**src/hw/pcs_consts.vh**
```
// constants for the palate contact scan interface
// assumes a 10 MHz clock and a classic wishbone register port
`ifndef PCS_CONSTS_VH
`define PCS_CONSTS_VH

// ==========================================================
// register offsets (byte addresses)
`define PCS_ADR_CTRL    8'h00
`define PCS_ADR_STATUS  8'h04
`define PCS_ADR_IRQ     8'h08
`define PCS_ADR_MASK    8'h0C
`define PCS_ADR_FRAME0  8'h10
`define PCS_ADR_LAST    8'h34

// ==========================================================
// control fields
`define PCS_CTRL_RUN    0
`define PCS_CTRL_PWR    1
`define PCS_CTRL_INJ    2
`define PCS_CTRL_PACE   3

// ==========================================================
// status and interrupt fields
`define PCS_IRQ_FRAME   0
`define PCS_IRQ_BATLOW  1
`define PCS_IRQ_FLOW    2
`define PCS_IRQ_W       3

// ==========================================================
// scan geometry
`define PCS_POS_FIRST   3'h1
`define PCS_POS_LAST    3'h5
`define PCS_WORDS       10
`define PCS_WORD_W      7

// ==========================================================
// settle time after an address change
`define PCS_SETTLE_NS   25000
`define PCS_CLK_NS      100

`endif

```
**src/hw/pcs_scan.v**
```verilog
// palate contact scanner: drives scan address, strobes 7-bit detector words, keeps one frame
// assumes the isolated front-end lines arrive asynchronously and a wishbone classic master on clk_i
// What this block does
// - drive a 4-bit scan address toward the isolated front end to pick the contact group.
// - for each address read one 7-bit contact word, one bit per multiplexer chip.
// - step the low bits through positions 1 to 5 only, gathering 35 contacts per half in five steps.
// - sample the contact word by asserting the active-low read strobe, and re-invert the active-low data lines when storing the word.
// - the injection tone reaches the hand electrode only while the active-low injection enable is asserted.
// - the front-end regulator supplies the front end only while power-up is asserted.
// - signals crossing the barrier are inverted, address and enables going out active low, battery-good returning active low.
// - take the display flow request as a logic input and use it to pace transmissions.
// - a complete frame is ten 7-bit words, one per scan step across both halves.
//
// Added by the designer: the register offsets and the Wishbone slave port.
`timescale 1ns/10ps
`include "pcs_consts.vh"

module pcs_scan #(
  parameter SETTLE_CYC = (`PCS_SETTLE_NS + `PCS_CLK_NS - 1) / `PCS_CLK_NS
) (
  // clock and reset
  input  wire        clk_i,
  input  wire        rst_i,
  // wishbone classic slave
  input  wire        cyc_i,
  input  wire        stb_i,
  input  wire        we_i,
  input  wire [7:0]  adr_i,
  input  wire [3:0]  sel_i,
  input  wire [31:0] dat_i,
  output reg  [31:0] dat_o,
  output reg         ack_o,
  // isolated front end (all active low across the barrier)
  output reg  [3:0]  scan_address_bits_n_o,
  output reg         front_power_up_n_o,
  output reg         injection_enable_n_o,
  output reg         contact_read_strobe_n_o,
  input  wire [6:0]  isolated_contact_lines_n_i,
  input  wire        battery_good_isolated_n_i,
  // display link pacing
  input  wire        display_flow_request_i,
  output reg         display_send_ok_o,
  // interrupt
  output reg         irq_o
);

  // ==========================================================
  // state encoding
  localparam [3:0] ST_IDLE   = 4'b0001;
  localparam [3:0] ST_SETTLE = 4'b0010;
  localparam [3:0] ST_STROBE = 4'b0100;
  localparam [3:0] ST_STORE  = 4'b1000;

  localparam [15:0] SETTLE_LAST = SETTLE_CYC - 1;
  localparam [3:0]  WORD_LAST   = `PCS_WORDS - 1;

  // ==========================================================
  // input synchronisers
  reg  [6:0] cont_s1;
  reg  [6:0] cont_s2;
  reg        bat_s1;
  reg        bat_s2;
  reg        flow_s1;
  reg        flow_s2;
  reg        bat_d;
  reg        flow_d;

  always @(posedge clk_i) begin
    cont_s1 <= isolated_contact_lines_n_i;
    cont_s2 <= cont_s1;
    bat_s1  <= battery_good_isolated_n_i;
    bat_s2  <= bat_s1;
    flow_s1 <= display_flow_request_i;
    flow_s2 <= flow_s1;
  end

  // returned flag is active low across the barrier
  wire battery_good = ~bat_s2;

  // ==========================================================
  // registers
  reg [3:0]                ctrl;
  reg [`PCS_IRQ_W-1:0]     irq_stat;
  reg [`PCS_IRQ_W-1:0]     irq_mask;
  reg [`PCS_WORD_W-1:0]    frame [0:`PCS_WORDS-1];
  reg [3:0]                state;
  reg [15:0]               settle_cnt;
  reg                      half;
  reg [2:0]                pos;
  reg [3:0]                word_idx;
  reg [`PCS_WORD_W-1:0]    word_hold;
  reg [7:0]                frame_count;

  wire run    = ctrl[`PCS_CTRL_RUN];
  wire bus_rq = cyc_i & stb_i & ~ack_o;
  wire wr     = bus_rq & we_i & sel_i[0];

  // ==========================================================
  // scan sequencer
  wire frame_done = (state == ST_STORE) && (word_idx == WORD_LAST);

  always @(posedge clk_i) begin
    if (rst_i) begin
      state                   <= ST_IDLE;
      settle_cnt              <= 16'h0000;
      half                    <= 1'b0;
      pos                     <= `PCS_POS_FIRST;
      word_idx                <= 4'h0;
      word_hold               <= 7'h00;
      frame_count             <= 8'h00;
      contact_read_strobe_n_o <= 1'b1;
    end else begin
      case (state)
        ST_IDLE: begin
          contact_read_strobe_n_o <= 1'b1;
          half       <= 1'b0;
          pos        <= `PCS_POS_FIRST;
          word_idx   <= 4'h0;
          settle_cnt <= 16'h0000;
          if (run && ctrl[`PCS_CTRL_PWR])
            state <= ST_SETTLE;
        end
        ST_SETTLE: begin
          // wait out the detector hold time so stale highs decay
          if (settle_cnt == SETTLE_LAST) begin
            settle_cnt              <= 16'h0000;
            contact_read_strobe_n_o <= 1'b0;
            state                   <= ST_STROBE;
          end else begin
            settle_cnt <= settle_cnt + 16'h0001;
          end
        end
        ST_STROBE: begin
          // strobe held two cycles; the synchronised data stored was sampled on the edge where the strobe falls
          state <= ST_STORE;
        end
        ST_STORE: begin
          contact_read_strobe_n_o <= 1'b1;
          word_hold               <= ~cont_s2;
          if (word_idx == WORD_LAST) begin
            frame_count <= frame_count + 8'h01;
            word_idx    <= 4'h0;
            half        <= 1'b0;
            pos         <= `PCS_POS_FIRST;
            state       <= run ? ST_SETTLE : ST_IDLE;
          end else begin
            word_idx <= word_idx + 4'h1;
            if (pos == `PCS_POS_LAST) begin
              pos  <= `PCS_POS_FIRST;
              half <= ~half;
            end else begin
              pos <= pos + 3'h1;
            end
            state <= ST_SETTLE;
          end
        end
        default: state <= ST_IDLE;
      endcase
    end
  end

  // frame memory written in the cycle after the store decision
  reg       store_d;
  reg [3:0] store_idx;
  always @(posedge clk_i) begin
    if (rst_i) begin
      store_d   <= 1'b0;
      store_idx <= 4'h0;
    end else begin
      store_d   <= (state == ST_STORE);
      store_idx <= word_idx;
    end
    if (store_d)
      frame[store_idx] <= word_hold;
  end

  // ==========================================================
  // outputs toward the front end, inverted across the barrier, and the display send permission
  always @(posedge clk_i) begin
    if (rst_i) begin
      scan_address_bits_n_o <= 4'hF;
      front_power_up_n_o    <= 1'b1;
      injection_enable_n_o  <= 1'b1;
      display_send_ok_o     <= 1'b0;
    end else begin
      scan_address_bits_n_o <= ~{half, pos};
      front_power_up_n_o    <= ~ctrl[`PCS_CTRL_PWR];
      injection_enable_n_o  <= ~ctrl[`PCS_CTRL_INJ];
      display_send_ok_o     <= ~ctrl[`PCS_CTRL_PACE] | flow_s2;
    end
  end

  // ==========================================================
  // interrupt events: set wins over write-one-to-clear
  wire [`PCS_IRQ_W-1:0] irq_ev;
  assign irq_ev[`PCS_IRQ_FRAME]  = frame_done;
  assign irq_ev[`PCS_IRQ_BATLOW] = bat_d & ~battery_good;
  assign irq_ev[`PCS_IRQ_FLOW]   = ~flow_d & flow_s2;

  wire [`PCS_IRQ_W-1:0] irq_clr = (wr && adr_i == `PCS_ADR_IRQ) ? dat_i[`PCS_IRQ_W-1:0] : {`PCS_IRQ_W{1'b0}};

  always @(posedge clk_i) begin
    if (rst_i) begin
      irq_stat <= {`PCS_IRQ_W{1'b0}};
      irq_o    <= 1'b0;
      bat_d    <= 1'b0;
      flow_d   <= 1'b0;
    end else begin
      bat_d    <= battery_good;
      flow_d   <= flow_s2;
      irq_stat <= (irq_stat & ~irq_clr) | irq_ev;
      irq_o    <= |(((irq_stat & ~irq_clr) | irq_ev) & irq_mask);
    end
  end

  // ==========================================================
  // wishbone slave: ack one cycle after the request, unmapped reads zero
  reg [31:0] next_dat;
  wire [3:0] rd_idx = adr_i[5:2] - 4'h4;

  always @* begin
    next_dat = 32'h0000_0000;
    case (adr_i)
      `PCS_ADR_CTRL:   next_dat = {28'h0, ctrl};
      `PCS_ADR_STATUS: next_dat = {16'h0, frame_count, 2'b00, flow_s2, battery_good, state};
      `PCS_ADR_IRQ:    next_dat = {29'h0, irq_stat};
      `PCS_ADR_MASK:   next_dat = {29'h0, irq_mask};
      default: begin
        if (adr_i >= `PCS_ADR_FRAME0 && adr_i <= `PCS_ADR_LAST && adr_i[1:0] == 2'b00)
          next_dat = {25'h0, frame[rd_idx]};
      end
    endcase
  end

  always @(posedge clk_i) begin
    if (rst_i) begin
      ack_o    <= 1'b0;
      dat_o    <= 32'h0000_0000;
      ctrl     <= 4'h0;
      irq_mask <= {`PCS_IRQ_W{1'b0}};
    end else begin
      ack_o <= bus_rq;
      dat_o <= bus_rq ? next_dat : 32'h0000_0000;
      if (wr && adr_i == `PCS_ADR_CTRL)
        ctrl <= dat_i[3:0];
      if (wr && adr_i == `PCS_ADR_MASK)
        irq_mask <= dat_i[`PCS_IRQ_W-1:0];
    end
  end

endmodule // pcs_scan

```
**config.mk**
```make
export PLATFORM = sky130hd
export DESIGN_NAME = pcs_scan
export DESIGN_NICKNAME = d
export VERILOG_FILES = /design/src/hw/pcs_scan.v
export VERILOG_INCLUDE_DIRS = /design/src /design/src/hw
export SDC_FILE = /design/constraint.sdc
export NUM_CORES = 1
export LEC_CHECK = 0
export BUFFER_PORTS_ARGS = -buffer_cell sky130_fd_sc_hd__buf_2
export CAP_MARGIN = 20
export CORE_MARGIN = 3
export CORE_UTILIZATION = 32
export CTS_BUF_LIST = sky130_fd_sc_hd__clkbuf_2 sky130_fd_sc_hd__clkbuf_4 sky130_fd_sc_hd__clkbuf_8
export DETAILED_ROUTE_END_ITERATION = 7
export MAX_ROUTING_LAYER = met4
export SLEW_MARGIN = 15
export SYNTH_ARGS = -nofsm -noshare
export SYNTH_HDL_FRONTEND = slang
export SYNTH_SLANG_ARGS = --single-unit
```
**constraint.sdc**
```tcl
create_clock -name clk_i -period 3 [get_ports clk_i]
set_clock_uncertainty 0.2 [all_clocks]
set_input_delay 0.45 -clock clk_i [delete_from_list [all_inputs] [get_ports clk_i]]
set_output_delay 0.45 -clock clk_i [all_outputs]
set_load 0.01 [all_outputs]
```
# == Yosys cells after proc, flatten, opt, wreduce, memory -nomap -nowiden ==
# Memory sizes are Yosys's and may differ from the RTL's.
# Cells that the tools add are included.
# totals
memories,1
reg_bits,120
mem_bits_rw,70
latch_bits,0
out_inout_bits,42
input_bits,58
mem_bits_ro,0
# mem_list
memory,words,word_bits,read_ports,rd_clocked_by_memory_dff,wr,line_no,source
frame,10,7,1,0,1,pcs_scan.v:85,reg [`PCS_WORD_W-1:0] frame [0:`PCS_WORDS-1];
# classes
div_mod_pow,0
n_addsub,5
n_mul,0
muxes,22
magnitude_cmp,2
n_reduce_logical,19
n_bitwise,21
n_eq_ne,13
shifts,0
# ops
operator,n
$pmux 16 s4,1
$pmux 16 s2,1
$add 16x1->16 const B,1
$eq 16x8->1 const B,1
$eq 8x4->1 const B,2
$mux 16,1
$pmux 4 s4,1
$mux 4,3
$mux 3,3
$add 8x1->8 const B,1
$eq 4x4->1 const B,2
$eq 8x3->1 const B,1
$ge 8x5->1 const B,1
$le 8x6->1 const B,1
$logic_not 8->1,1
$not 1->1,8
$pmux 4 s2,1
$reduce_and 2->1,4
$logic_and 1x1->1,7
$mux 7,1
$not 7->7,1
$and 1x1->1,6
$and 3x3->3,2
$pmux 3 s2,1
other kinds (20),30

# == Logic depth before layout (Yosys ltp) ==
# logic_depth
word_depth,11
ltp_mapped,8
depth_no_buf,7

# == Worst setup path after synthesis ==
# Ideal clock, no wire load.
# synth_path
path_type,input -> register
start,input port adr_i[1]
end,register irq_mask[0]
path_buffers,1
setup_slack_ps,941
arrival_time_ps,1731
stages,6
path_cell_list,or4_4 -> nor3_4 -> and3_1 -> buf_4 -> mux2i_1 -> nor2_1
# synth_via
elab_chain_cells,2
# synth_rtl
item,line_no,source
"start, declared",pcs_scan.v:28,"input wire [7:0] adr_i,"
$eq 8x4->1,-,
$logic_and 1x1->1 (no source line),-,
"end signal, assigned",pcs_scan.v:240,irq_mask <= {`PCS_IRQ_W{1'b0}};
"end signal, assigned",pcs_scan.v:247,irq_mask <= dat_i[`PCS_IRQ_W-1:0];
"end, declared",pcs_scan.v:84,reg [`PCS_IRQ_W-1:0] irq_mask;
# No other way between the ends.
# A chain may end at the register's enable or synchronous reset.

# == Worst setup path after layout ==
# layout_path
start,register state[3]
end,register pos[1]
# layout_via
elab_chain_cells,2
# layout_rtl
item,line_no,source
"start, declared",pcs_scan.v:86,reg [3:0] state;
"start signal, assigned",pcs_scan.v:145,state <= run ? ST_SETTLE : ST_IDLE;
$eq 4x4->1 / $eq 4x1->1 (equally long branches),pcs_scan.v:113,case (state)
$pmux 3 s2 / $reduce_bool 2->1 (equally long branches),-,
"end signal, assigned",pcs_scan.v:107,pos <= `PCS_POS_FIRST;
"end signal, assigned",pcs_scan.v:117,pos <= `PCS_POS_FIRST;
"end signal, assigned",pcs_scan.v:144,pos <= `PCS_POS_FIRST;
"end, declared",pcs_scan.v:89,reg [2:0] pos;
# Several ways; a longest one is shown, not always the timed one.

==> summary.txt <==
Yosys
  – Largest cells by area after synthesis: edfxtp_1, dfxtp_1, mux4_2
  – Post-Synthesis Cells: roughly 550
  – Post-synth EDFFs: 70
  – Post-Synth XOR/XNOR Area: 0.0156
  – Syn Std Cell Area: 6750 sq um
  – Simple logic cell fraction of the synthesized area: 0.149
  – YS warnings: 0
  – Post-Syn Area per Cell: 12.4 sq um
  – Post-synthesis mux area share: 0.0771
  – Fraction of the mapped netlist area in adder cells: 0.0167
  – Sequential area share after synthesis: 0.617
  – Post-synth cell types: 60
  – Post-synth top area cell: edfxtp_1
  – Ys async rst share: 0
  – Yosys top cell area share: 0.311
  – Synth Area in Compound Gates: 0.0806
  – Synth Flop Type: dfxtp_1
  – Largest family of logic cells by synthesized area: simple AND/OR/NAND/NOR gates
  – #FFs+latches synth: between 150 and 200

Route
  – Final WL: 13000 microns
  – TritonRoute pass-1 iters: 4
  – # DRC: 0
  – WL/cell: 14.6 microns
  – Starting DRC count in detailed routing: 258
  – Post-route ant nets: 0
  – Vias/cell: 4.73
  – Via count: 4212

Timing
  – Minimum hold slack: 0.0523 ns
  – Max Clk Rate: approximately 0.5 GHz
  – Actual slew at the worst max-slew pin: 0.850 ns
  – Final worst path period share: 0.684
  – Shortest period the worst path allows: 2.05 ns
  – Final hold vios: 0
  – Slew Limit Fails: 0
  – RSZ-0062 raised after global routing: false
  – Worst setup slack after layout: 0.948 ns
  – Slew HR: 0.434
  – Setup Viol. Count Final: 0
  – Setup Total Neg Slack: 0 ns

Global routing
  – Vias in the first global route: roughly 4100
  – Gr ovfl total: 0
  – Initial antenna violation count: 0
  – Pin count of the biggest net entering global routing: 47
  – First-pass GRT wire length: roughly 21000 microns
  – Total GRT Usage: 0.122

Final layout
  – Area used by multi-input combinational logic: 2350 sq um
  – Sequential cell area: 4160 sq um
  – Most common cell after layout, fill and taps aside: dfxtp_1
  – Nets: approximately 680
  – Non-filler instance count after layout: 891
  – Area delta synth->final: 14.3%
  – Most frequent cells in the layout: dfxtp_1, edfxtp_1, nor2_1
  – Layout cells sized above 1: 0.195
  – Fill cells: 1982
  – Antenna diode count: 0

Hold path
  – Hold Crit Class: primary input to flip-flop
  – Hold_sp: dat_i[3]
  – Hold endpoint: ctrl[3]$_SDFFE_PP0P_
  – Hold path cells: 3

Pwr
  – Cell Pwr Density: ~560 nW/um^2
  – Peak supply drop: 303 uV
  – Pleak: 2.80 nW

Worst setup path
  – Critical Path Fanout Max: 7
  – Required @ worst endpoint: 3.20 ns
  – R2R setup slack: about 0.95 ns
  – Worst reg-to-reg path cell count: 4
  – Worst EP arrival: 2.25 ns
  – Setup crit start kind: flip-flop
  – Critical path class: flip-flop to flip-flop
  – FF-to-FF Start: state[3]$_SDFFE_PP0P_
  – Worst R2R End: pos[1]$_SDFFE_PP0P_
  – Setup crit end kind: flip-flop

Floorplan
  – Die Width: 151 microns
  – Core ar.: around 20000 sq um
  – Die Area: 22900 sq um
  – Row cnt: 52
  – Chip height: 151 microns
  – I/O pins: 100
  – Initial core utilization: 0.329

Place
  – HPWL Detailed: 9060 microns
  – Port bufs: 51
  – Placement Setup Slack: 0.483 ns
  – Cells after DPL: 850
  – Placer Congestion: between 0.7 and 0.8

Run
  – Max cap viols: 0

Clocking
  – Reg clk slew, reported paths: around 0.090 ns
  – CTS tree: yes
  – CTS root buf: clkbuf_8
  – CTS buffer count: 17
  – Clock sink count: 173
  – Clock Path Buffers: 2
  – Post_cts resized: 0
  – Skew-Pair Late Insertion Delay: 0.46 ns
  – Post CTS Setup Buffer Count: 0
  – H-tree depth: 4

Run status
  – Status: finished clean
==> power breakdown <==
| group | total, mW | switching [mW] | internal, mW |
|---|---|---|---|
| Clock | 1.70 | 0.863 | 0.839 |
| Combinational | 0.169 | 0.0975 | 0.0712 |
| Sequential | 2.46 | 0.0116 | 2.44 |
| Total | 4.33 | 0.972 | 3.35 |
==> per-stage QoR <==
stage          instance area, sq um   util  power, mW
2_1_floorplan                  6810      -       2.64
4_1_cts                        7710  0.376       4.39
3_3_place_gp                   7210  0.352       2.67
6_report                       7710  0.376       4.33
3_5_place_dp                   7210  0.352       2.67
5_1_grt                        7710  0.376       4.50
==> worst max path at each step <==
stage	from	to	slack, ns
floorplan	adr_i[1]	irq_mask[0]$_SDFFE_PP0P_	0.94
global placement	adr_i[4]	irq_o$_SDFF_PP0_	0.53
detailed placement	adr_i[4]	irq_o$_SDFF_PP0_	0.48
CTS	store_d$_SDFF_PP0_	frame[2][6]$_DFFE_PP_	0.89
global route	state[3]$_SDFFE_PP0P_	pos[1]$_SDFFE_PP0P_	0.74
finish	state[3]$_SDFFE_PP0P_	pos[1]$_SDFFE_PP0P_	0.95
==> final cells by class <==
class,instances,share of cell area
Clock inverter,15,0.0237
Multi-Input combinational cell,336,0.305
Timing Repair Buffer,66,0.0506
Inverter,14,0.00681
Tap cell,270,0.0438
Clock buffer,17,0.0303
Sequential cell,173,0.540
==> cells by family (layout without fill, tap and decap cells) <==
group / Yosys count / count (layout)
simple gates: 184 / 184
flops: 173 / 173
compound gates: 84 / 84
buf+inv: 53 / 112
mux: 30 / 30
xor+xnor: 12 / 12
fa+ha+maj: 9 / 9
other cells: 1 / 17
==> cells in the mapped netlist (5+ instances only) <==
master and number:
xnor2_1 5, o22ai_1 7, dfxtp_1 103, xor2_1 7, nand2_1 39, a211oi_1 11
nor2_1 52, buf_2 8, buf_4 18, a31oi_1 12, o21ai_0 15, nor2b_1 5
nand4_1 5, nand3_1 12, inv_1 14, nor3_1 6, a21oi_1 18, nand3b_1 6
mux2i_1 7, nand2b_1 17, and2_1 10, mux4_2 17, ha_1 9, a22o_1 5
clkbuf_1 10, mux2_2 6, and3_1 7, edfxtp_1 70
==> state kept, by name (all words and copies together) (netlist names), 3 cells and up <==
name	cells
irq_stat	3
cont_s1	7
irq_mask	3
word_hold	7
store_idx	4
cont_s2	7
state	4
scan_address_bits_n_o	4
word_idx	4
settle_cnt	16
dat_o	15
pos	3
ctrl	4
frame	70
frame_count	8
==> critical path: stages, from the launching register on <==
cell,delay (ns)
dfxtp_1,0.48
nor4b_2,0.53
nand3b_1,0.33
nor3_1,0.27
mux2_2,0.19
==> repair_timing <==
| item | in CTS | in global routing |
|---|---|---|
| endpoints found under the setup margin | 0 | 0 |
| hold buffers | 9 | 0 |
| endpoints found under the hold margin | 9 | 0 |
==> layer usage <==
metal  track usage  routed length [microns]  vias to the layer above
met2         0.192                     6120                       97
li1              -                        -                     2075
met1         0.150                     6040                     2022
met4        0.0508                      280                        0
met5             -                        0                        -
met3        0.0287                      597                       18
No activity file was read; power rests on OpenSTA's default activity.
